**src/design/crss_pkg.sv**
```systemverilog
// Package for the core readiness and setup sequencer: constants, types, register map.
// Summary of operation
// - Power-up reset holds fabric and core in reset, all output buffers high-impedance.
// - Power-up reset clears every core flip-flop except boundary-scan shift registers; the local bus and pad hold flip-flops reset high.
// - During fabric configuration core stays in reset, local bus signals forced high.
// - During configuration protection selects, overhead clock gate, frame pulses forced low.
// - Core-ready output stays low throughout fabric configuration.
// - Core-ready stays low six clocks after done, I/O release, core reset high.
// - After that delay core-ready goes high; core may talk to fabric.
// - Full reconfiguration drops core-ready, then the release sequence repeats.
// - Partial reconfiguration leaves core-ready asserted.
// - Core options reachable over system bus from host port or fabric master.
`default_nettype none
package crss_pkg;
	localparam int CRSS_NUM_CH = 8;
	localparam int CRSS_ADDR_W = 18;
	localparam int CRSS_DATA_W = 8;
	localparam int CRSS_CLOCK_MHZ = 10;
	// Release delay is given in clock cycles of the bus side clock
	localparam int CRSS_READY_DELAY_CYCLES = 6;
	localparam logic [CRSS_ADDR_W-1:0] CRSS_STATUS_ADDR = 18'h30000;
	localparam logic [CRSS_ADDR_W-1:0] CRSS_KEY1_ADDR = 18'h30004;
	localparam logic [CRSS_ADDR_W-1:0] CRSS_KEY2_ADDR = 18'h30005;
	localparam logic [CRSS_DATA_W-1:0] CRSS_KEY1_VALUE = 8'h05;
	localparam logic [CRSS_DATA_W-1:0] CRSS_KEY2_VALUE = 8'h80;
	localparam logic [CRSS_DATA_W-1:0] CRSS_REG_RESET = 8'h00;
	localparam logic [CRSS_DATA_W-1:0] CRSS_MODE_FUNCTIONAL = 8'h07;
	localparam logic [CRSS_DATA_W-1:0] CRSS_OH_TRANSPARENT = 8'hFF;
	localparam int CRSS_ST_UNLOCKED_BIT = 0;
	localparam int CRSS_ST_KEY1_BIT = 1;
	localparam int CRSS_ST_READY_BIT = 2;
	localparam logic [CRSS_ADDR_W-1:0] CRSS_MODE_ADDR [CRSS_NUM_CH] = '{
		18'h30020, 18'h30038, 18'h30050, 18'h30068,
		18'h30080, 18'h30098, 18'h300B0, 18'h300C8};
	localparam logic [CRSS_ADDR_W-1:0] CRSS_OH_A_ADDR [CRSS_NUM_CH] = '{
		18'h30021, 18'h30030, 18'h30051, 18'h30069,
		18'h30081, 18'h30099, 18'h300B1, 18'h300C9};
	localparam logic [CRSS_ADDR_W-1:0] CRSS_OH_B_ADDR [CRSS_NUM_CH] = '{
		18'h30022, 18'h3003A, 18'h30052, 18'h3006A,
		18'h30082, 18'h3009A, 18'h300B2, 18'h300CA};

	typedef struct packed {
		logic [3:0] protection_select;
		logic       tx_overhead_clock_gate;
		logic       system_frame_pulse;
		logic       line_frame_pulse;
	} crss_fabric_ctl_type;

	typedef enum logic [1:0] {
		CRSS_HOLD,
		CRSS_COUNT,
		CRSS_READY
	} crss_state_type;
endpackage
`default_nettype wire

```
**src/design/crss_core.sv**
```systemverilog
// Core readiness sequencer, fabric-side forcing and locked setup register file.
`timescale 1ns/1ps
`default_nettype none
module crss_core import crss_pkg::*; #(
	parameter int LOCAL_BUS_W = 16,
	parameter int PAD_W       = 8,
	parameter int READY_DELAY = CRSS_READY_DELAY_CYCLES
) (
	input  wire logic                         i_clock,
	input  wire logic                         i_rst_b,
	input  wire logic                         i_config_done,
	input  wire logic                         i_io_release,
	input  wire logic                         i_core_rst_b,
	input  wire logic                         i_partial_config,
	input  wire logic [LOCAL_BUS_W-1:0]       i_core_local_bus,
	input  wire crss_fabric_ctl_type          i_core_fabric_ctl,
	input  wire logic [PAD_W-1:0]             i_core_pad_oe_b,
	input  wire logic                         i_bus_sel,
	input  wire logic                         i_bus_wr,
	input  wire logic [CRSS_ADDR_W-1:0]       i_bus_addr,
	input  wire logic [CRSS_DATA_W-1:0]       i_bus_wdata,
	output logic      [CRSS_DATA_W-1:0]       o_bus_rdata,
	output logic                              o_bus_ack,
	output logic                              o_core_ready,
	output logic                              o_core_rst_b,
	output logic      [LOCAL_BUS_W-1:0]       o_local_bus,
	output crss_fabric_ctl_type               o_fabric_ctl,
	output logic      [PAD_W-1:0]             o_pad_oe_b,
	output logic                              o_unlocked,
	output logic [CRSS_NUM_CH-1:0][CRSS_DATA_W-1:0] o_ch_mode,
	output logic [CRSS_NUM_CH-1:0][CRSS_DATA_W-1:0] o_ch_oh_a,
	output logic [CRSS_NUM_CH-1:0][CRSS_DATA_W-1:0] o_ch_oh_b
);

	localparam int CNT_W = 8;
	localparam logic [CNT_W-1:0] CNT_LAST = CNT_W'(READY_DELAY - 1);

	generate
		if (READY_DELAY < 2 || READY_DELAY > 255) begin : g_bad_delay
			$error("READY_DELAY must lie in 2..255");
		end
		if (LOCAL_BUS_W < 1 || PAD_W < 1) begin : g_bad_width
			$error("LOCAL_BUS_W and PAD_W must be at least 1");
		end
	endgenerate

	// Register kinds of one channel
	localparam logic [1:0] KIND_NONE = 2'h0;
	localparam logic [1:0] KIND_MODE = 2'h1;
	localparam logic [1:0] KIND_OH_A = 2'h2;
	localparam logic [1:0] KIND_OH_B = 2'h3;

	// Returns {kind, channel}; channel registers are scattered, so a table walk
	function automatic logic [4:0] ch_decode(input logic [CRSS_ADDR_W-1:0] addr);
		logic [4:0] res;
		res = {KIND_NONE, 3'h0};
		for (int c = 0; c < CRSS_NUM_CH; c++) begin
			if (addr == CRSS_MODE_ADDR[c]) begin
				res = {KIND_MODE, 3'(c)};
			end else if (addr == CRSS_OH_A_ADDR[c]) begin
				res = {KIND_OH_A, 3'(c)};
			end else if (addr == CRSS_OH_B_ADDR[c]) begin
				res = {KIND_OH_B, 3'(c)};
			end
		end
		return res;
	endfunction

	crss_state_type state;
	crss_state_type next_state;
	logic [CNT_W-1:0] cnt;
	logic             pwr_hold;
	logic             all_high;
	logic             full_reconfig;
	logic             next_ready;

	assign all_high = i_config_done && i_io_release && i_core_rst_b;
	// Partial configuration keeps done/io-release meaningless, so it cannot drop ready
	assign full_reconfig = !i_partial_config && (!i_config_done || !i_io_release);
	assign next_ready = (next_state == CRSS_READY);

	always_comb begin
		next_state = state;
		case (state)
			CRSS_HOLD: begin
				if (all_high) begin
					next_state = CRSS_COUNT;
				end
			end
			CRSS_COUNT: begin
				if (!all_high) begin
					next_state = CRSS_HOLD;
				end else if (cnt == CNT_LAST) begin
					next_state = CRSS_READY;
				end
			end
			CRSS_READY: begin
				if (full_reconfig) begin
					next_state = CRSS_HOLD;
				end else if (!i_core_rst_b && !i_partial_config) begin
					next_state = CRSS_HOLD;
				end
			end
			default: begin
				next_state = CRSS_HOLD;
			end
		endcase
	end

	always_ff @(posedge i_clock or negedge i_rst_b) begin
		if (!i_rst_b) begin
			state <= CRSS_HOLD;
		end else begin
			state <= next_state;
		end
	end

	// Counts edges with all release inputs high, the entry edge included, so
	// ready rises on the sixth such edge; restarts on any glitch
	always_ff @(posedge i_clock or negedge i_rst_b) begin
		if (!i_rst_b) begin
			cnt <= '0;
		end else if (next_state == CRSS_COUNT) begin
			cnt <= cnt + CNT_W'(1);
		end else begin
			cnt <= '0;
		end
	end

	always_ff @(posedge i_clock or negedge i_rst_b) begin
		if (!i_rst_b) begin
			o_core_ready <= 1'b0;
		end else begin
			o_core_ready <= next_ready;
		end
	end

	// Core logic leaves reset once release inputs are high, ahead of ready
	always_ff @(posedge i_clock or negedge i_rst_b) begin
		if (!i_rst_b) begin
			o_core_rst_b <= 1'b0;
		end else begin
			o_core_rst_b <= (next_state != CRSS_HOLD);
		end
	end

	// Fabric-facing signals stay forced until ready, so the fabric sees no
	// half-initialised values in the six-cycle window either
	always_ff @(posedge i_clock or negedge i_rst_b) begin
		if (!i_rst_b) begin
			o_local_bus <= '1;
		end else if (next_ready) begin
			o_local_bus <= i_core_local_bus;
		end else begin
			o_local_bus <= '1;
		end
	end

	always_ff @(posedge i_clock or negedge i_rst_b) begin
		if (!i_rst_b) begin
			o_fabric_ctl <= '0;
		end else if (next_ready) begin
			o_fabric_ctl <= i_core_fabric_ctl;
		end else begin
			o_fabric_ctl <= '0;
		end
	end

	// Pads float until the first clock after power-up reset is released
	always_ff @(posedge i_clock or negedge i_rst_b) begin
		if (!i_rst_b) begin
			pwr_hold <= 1'b1;
		end else begin
			pwr_hold <= 1'b0;
		end
	end

	assign o_pad_oe_b = pwr_hold ? '1 : i_core_pad_oe_b;

	// Register bus
	logic       wr_req;
	logic       rd_req;
	logic [4:0] dec;
	logic [1:0] dec_kind;
	logic [2:0] dec_ch;
	logic [CRSS_DATA_W-1:0] key1;
	logic [CRSS_DATA_W-1:0] key2;
	logic       key1_ok;
	logic [CRSS_DATA_W-1:0] next_rdata;

	assign wr_req = i_bus_sel && i_bus_wr;
	assign rd_req = i_bus_sel && !i_bus_wr;
	assign dec = ch_decode(i_bus_addr);
	assign dec_kind = dec[4:3];
	assign dec_ch = dec[2:0];

	always_ff @(posedge i_clock or negedge i_rst_b) begin
		if (!i_rst_b) begin
			key1 <= CRSS_REG_RESET;
		end else if (wr_req && i_bus_addr == CRSS_KEY1_ADDR) begin
			key1 <= i_bus_wdata;
		end
	end

	always_ff @(posedge i_clock or negedge i_rst_b) begin
		if (!i_rst_b) begin
			key2 <= CRSS_REG_RESET;
		end else if (wr_req && i_bus_addr == CRSS_KEY2_ADDR) begin
			key2 <= i_bus_wdata;
		end
	end

	// First key must land before the second; any other first-key value disarms
	always_ff @(posedge i_clock or negedge i_rst_b) begin
		if (!i_rst_b) begin
			key1_ok <= 1'b0;
		end else if (wr_req && i_bus_addr == CRSS_KEY1_ADDR) begin
			key1_ok <= (i_bus_wdata == CRSS_KEY1_VALUE);
		end
	end

	always_ff @(posedge i_clock or negedge i_rst_b) begin
		if (!i_rst_b) begin
			o_unlocked <= 1'b0;
		end else if (wr_req && i_bus_addr == CRSS_KEY1_ADDR) begin
			o_unlocked <= 1'b0;
		end else if (wr_req && i_bus_addr == CRSS_KEY2_ADDR) begin
			o_unlocked <= key1_ok && (i_bus_wdata == CRSS_KEY2_VALUE);
		end
	end

	generate
		for (genvar c = 0; c < CRSS_NUM_CH; c++) begin : g_ch
			logic hit;
			assign hit = wr_req && o_unlocked && (dec_ch == 3'(c));

			always_ff @(posedge i_clock or negedge i_rst_b) begin
				if (!i_rst_b) begin
					o_ch_mode[c] <= CRSS_REG_RESET;
				end else if (hit && dec_kind == KIND_MODE) begin
					o_ch_mode[c] <= i_bus_wdata;
				end
			end

			always_ff @(posedge i_clock or negedge i_rst_b) begin
				if (!i_rst_b) begin
					o_ch_oh_a[c] <= CRSS_REG_RESET;
				end else if (hit && dec_kind == KIND_OH_A) begin
					o_ch_oh_a[c] <= i_bus_wdata;
				end
			end

			always_ff @(posedge i_clock or negedge i_rst_b) begin
				if (!i_rst_b) begin
					o_ch_oh_b[c] <= CRSS_REG_RESET;
				end else if (hit && dec_kind == KIND_OH_B) begin
					o_ch_oh_b[c] <= i_bus_wdata;
				end
			end
		end
	endgenerate

	// Unmapped addresses read as zero
	always_comb begin
		next_rdata = '0;
		if (i_bus_addr == CRSS_STATUS_ADDR) begin
			next_rdata[CRSS_ST_UNLOCKED_BIT] = o_unlocked;
			next_rdata[CRSS_ST_KEY1_BIT] = key1_ok;
			next_rdata[CRSS_ST_READY_BIT] = o_core_ready;
		end else if (i_bus_addr == CRSS_KEY1_ADDR) begin
			next_rdata = key1;
		end else if (i_bus_addr == CRSS_KEY2_ADDR) begin
			next_rdata = key2;
		end else if (dec_kind == KIND_MODE) begin
			next_rdata = o_ch_mode[dec_ch];
		end else if (dec_kind == KIND_OH_A) begin
			next_rdata = o_ch_oh_a[dec_ch];
		end else if (dec_kind == KIND_OH_B) begin
			next_rdata = o_ch_oh_b[dec_ch];
		end
	end

	always_ff @(posedge i_clock or negedge i_rst_b) begin
		if (!i_rst_b) begin
			o_bus_rdata <= '0;
		end else if (rd_req) begin
			o_bus_rdata <= next_rdata;
		end
	end

	always_ff @(posedge i_clock or negedge i_rst_b) begin
		if (!i_rst_b) begin
			o_bus_ack <= 1'b0;
		end else begin
			o_bus_ack <= i_bus_sel;
		end
	end

endmodule // crss_core
`default_nettype wire

```
**config.mk**
```make
export PLATFORM = sky130hd
export DESIGN_NAME = crss_core
export DESIGN_NICKNAME = d
export VERILOG_FILES = /design/src/design/crss_pkg.sv /design/src/design/crss_core.sv
export SDC_FILE = /design/constraint.sdc
export NUM_CORES = 1
export LEC_CHECK = 0
export BUFFER_PORTS_ARGS = -buffer_cell sky130_fd_sc_hd__buf_2
export CAP_MARGIN = 20
export CORE_MARGIN = 8
export CORE_UTILIZATION = 25
export DETAILED_ROUTE_END_ITERATION = 8
export PLACE_DENSITY_LB_ADDON = 0.05
export SLEW_MARGIN = 20
export SYNTH_ARGS = -nofsm -noshare
export SYNTH_HDL_FRONTEND = slang
export SYNTH_SLANG_ARGS = --single-unit
```
**constraint.sdc**
```tcl
create_clock -name i_clock -period 2.7 [get_ports i_clock]
set_input_delay 0.54 -clock i_clock [delete_from_list [all_inputs] [get_ports i_clock]]
set_output_delay 0.54 -clock i_clock [all_outputs]
set_load 0.02 [all_outputs]
```
==> results.json <==
{
  "outcome": "finished with violations",
  "violations": "negative setup slack",
  "route.detailed.drc": 0,
  "cts_buffers": 34,
  "die_y_um": 238.4,
  "yosysWarnings": 0,
  "hold_viol": 0,
  "core_um2": 48850,
  "worstMarginPinSlew_ps": 953.3,
  "dieArea_um2": 56850,
  "relSlewSlack": 0.3616,
  "crit_type": "input port to flip-flop",
  "min_path_type": "input port to flip-flop",
  "fin_total_pwr_uw": 8729,
  "holdWs_ps": 171.2,
  "routabilityCongestion": 0.8236,
  "worst_setup_path_end_kind": "flip-flop",
  "pwr-share-comb": 0.048,
  "portBuffers": 299,
  "dieWidth_um": 238.4,
  "fmax_mhz": 319.1,
  "wl_um": 57630,
  "drive_gt1_frac": 0.5706,
  "maxCapViolations": 0,
  "yosysSeqAreaShare": 0.5176,
  "syn-instance-count": 1076,
  "cts.sinks": 255,
  "rows": 81,
  "dpl.hpwl_um": 43140,
  "ant_nets": 0,
  "htreeDepth": 2,
  "io-pin-count": 300,
  "finalMaxSlewViolations": 0,
  "overflow": 0,
  "via_per_inst": 4.785,
  "firstDrtPassIters": 5,
  "cpPeakStageDelay_ps": 530,
  "p_int_uw": 6643,
  "avgRoutedWirePerCell_um": 25.46,
  "synth_edf_count": 0,
  "critical-path-top-delay-family": "simple AND/OR/NAND/NOR gates",
  "cts_root_buf": "clkbuf_16",
  "slowest_stage": "or4_4",
  "drt_iter0_drc": 676,
  "pwr-share-clk": 0.513,
  "peakVddDrop_mv": 0.3388,
  "synth_cell_types": 73,
  "clk_pin_slew_ps": 60,
  "start_util": 0.2532,
  "fin_ws_ps": -434.2,
  "grt_setup_unrepaired": "true",
  "area_growth_pct": 52.64,
  "grt_pass1_vias": 11820,
  "grt_pass1_wl_um": 84210,
  "dpl.cell_count": 2175,
  "finalCriticalPeriod_ps": 3134,
  "nets": 1642,
  "synth-seq-cells": 255,
  "syn-num-nets": 1143,
  "power_density_nw_per_um2": 462.3,
  "tritoncts": "done",
  "p_seq_frac": 0.440,
  "antenna_found_initial": 1,
  "fin_skew_ps": 17.48,
  "clkLatencyLatePin_ps": 550,
  "crit_buf_inv": 2,
  "fin_crit_sh": 1.161,
  "async_flop_share": 1.000,
  "cp_max_fo": 7,
  "worstPathCellList": "buf_6, or4_4, or4_4, or3_4, or3b_4, buf_12, mux2i_1, mux2i_1, mux2_4, a221oi_4, o31ai_2",
  "cp.required_ps": 3100,
  "synth_ff_type": "dfrtp_1",
  "cts_buffer_depth": 3,
  "sw_frac_of_total": 0.2390,
  "p_leak_uw": 0.009438,
  "setup_violations": 176,
  "gr-usage-all-layers": 0.1995,
  "antenna_cells": 0,
  "utilization": 0.3865,
  "final_cells": 2264,
  "avgSynthCellArea_um2": 11.50,
  "crit_path_start_kind": "input port",
  "syn_area_um2": 12370,
  "arrival_ps": 3540,
  "switchingPower_uw": 2086,
  "grt_max_degree": 84,
  "num_vias": 10830
}
## registers in the layout (all words and copies together) (netlist names), 2 cells and up
name and cells:
o_bus_rdata 8, key2 8, o_fabric_ctl 7, o_local_bus 16
o_ch_oh_b 64, key1 8, state 2, cnt 8
o_ch_mode 64, o_ch_oh_a 64
## cell usage after synthesis, types with 6 or more instances
cell type    n  area (um^2)
a21oi_1     16        80.08
a221oi_1     7        61.31
a311oi_1     7        61.31
a31oi_1     16        100.1
and2_1       8        50.05
and3_1      16        100.1
buf_2       16        80.08
clkbuf_1    40        150.1
dfrtp_1    238         5956
dfstp_2     17        446.7
mux2_2     217         2444
mux2i_1     30        300.3
nand2_1    132        495.5
nand2b_1    28        175.2
nand3_1     47        235.2
nand4_1      9        56.30
nor2_1      48        180.2
nor2_2       8        50.05
nor2b_1      8        50.05
nor3_1       9        45.04
nor4_1       6        37.54
o211ai_1     6        45.04
o21ai_0     23        115.1
o221ai_1     7        61.31
o22ai_1      6        37.54
or2_2       10        62.56
## through the flow
stage          setup slack (ps)  setup TNS, ps  cell area, um^2
2_1_floorplan            -575.5         -78270            12680
3_3_place_gp              -1182        -159270            16560
3_5_place_dp              -1238        -155710            16560
4_1_cts                  -430.3         -37360            18560
5_1_grt                  -515.2         -51140            18880
6_report                 -434.2         -42460            18880
## layout by cell type (no fill, tap or decap), drive strengths merged, types with 3 or more instances in the layout
cell type    n
buf        529
dfrtp      238
mux2       217
nand2      132
nor2        56
clkbuf      52
nand3       47
mux2i       30
nand2b      28
o21ai       24
dfstp       17
and3        16
a21oi       16
a31oi       16
nor3        13
or2         11
nand4        9
and2         9
nor2b        8
nor4         8
a311oi       7
o221ai       7
inv          7
a221oi       7
o211ai       6
o22ai        6
xor2         5
clkinv       5
o31ai        5
or3          5
a32oi        5
a22oi        4
or4          4
o31a         3
a21o         3
a22o         3
xnor2        3
## per-layer routing
layer	wire (um)	global-route usage
met2	27930	0.3354
met3	2761	0.03946
met4	1284	0.05434
met5	0	0
met1	25650	0.2591
## worst paths after layout
kind	from	endpoint	slack, ps	cells after the start
worst max register to register	o_unlocked$_DFFE_PN0P_	o_ch_mode[27]$_DFFE_PN0P_	610	6
min in group asynchronous	i_rst_b	state[0]$_DFF_PN0_	460	2
max in group asynchronous	i_rst_b	o_local_bus[0]$_DFF_PN1_	1380	3
worst min register to register	state[0]$_DFF_PN0_	o_core_rst_b$_DFF_PN0_	480	1
worst max-delay path	i_bus_addr[13]	o_bus_rdata[3]$_DFFE_PN0P_	-430	11
worst min-delay path	i_bus_sel	o_bus_ack$_DFF_PN0_	170	1
## cells by family (layout without fill, tap and decap cells)
| kind of cell | after synthesis | count (layout) | share of synthesized area |
|---|---|---|---|
| flip-flops | 255 | 255 | 0.5176 |
| multiplexers | 249 | 249 | 0.2255 |
| buffers and inverters | 72 | 596 | 0.02650 |
| XOR/XNOR | 8 | 8 | 0.005665 |
| other | 1 | 1 | 0.0003032 |
| AO/OA/AOI/OAI | 130 | 130 | 0.07415 |
| adder cells (fa/ha/maj) | 2 | 2 | 0.002023 |
| AND/OR/NAND/NOR | 359 | 359 | 0.1483 |
## layout make-up
cell class	count	area [um^2]
clock buffers	52	999.7
clock inverters	9	91.34
fillers	4971	29970
inverters	5	18.77
multi-input cells	749	6664
flip-flops and latches	255	6402
well taps	664	830.8
repair buffers	530	3874
## power groups by stage
stage | sequential (uW) | clock (uW) | combinational [uW]
floorplan | 3910 | 0 | 115
global placement | 3910 | 0 | 413
detailed placement | 3910 | 0 | 413
CTS | 3840 | 4620 | 423
global route | 3840 | 4760 | 457
finish | 3840 | 4470 | 417
## what timing repair did
action                                  CTS  global route
endpoints found under the hold margin    30             0
pin swaps                                35            34
setup buffers                            20            10
resized for setup                       158            67
endpoints found under the setup margin  184           200
hold buffers                              1             0
cloned                                    3             0
Note: power is estimated with default switching activity, not from simulation.
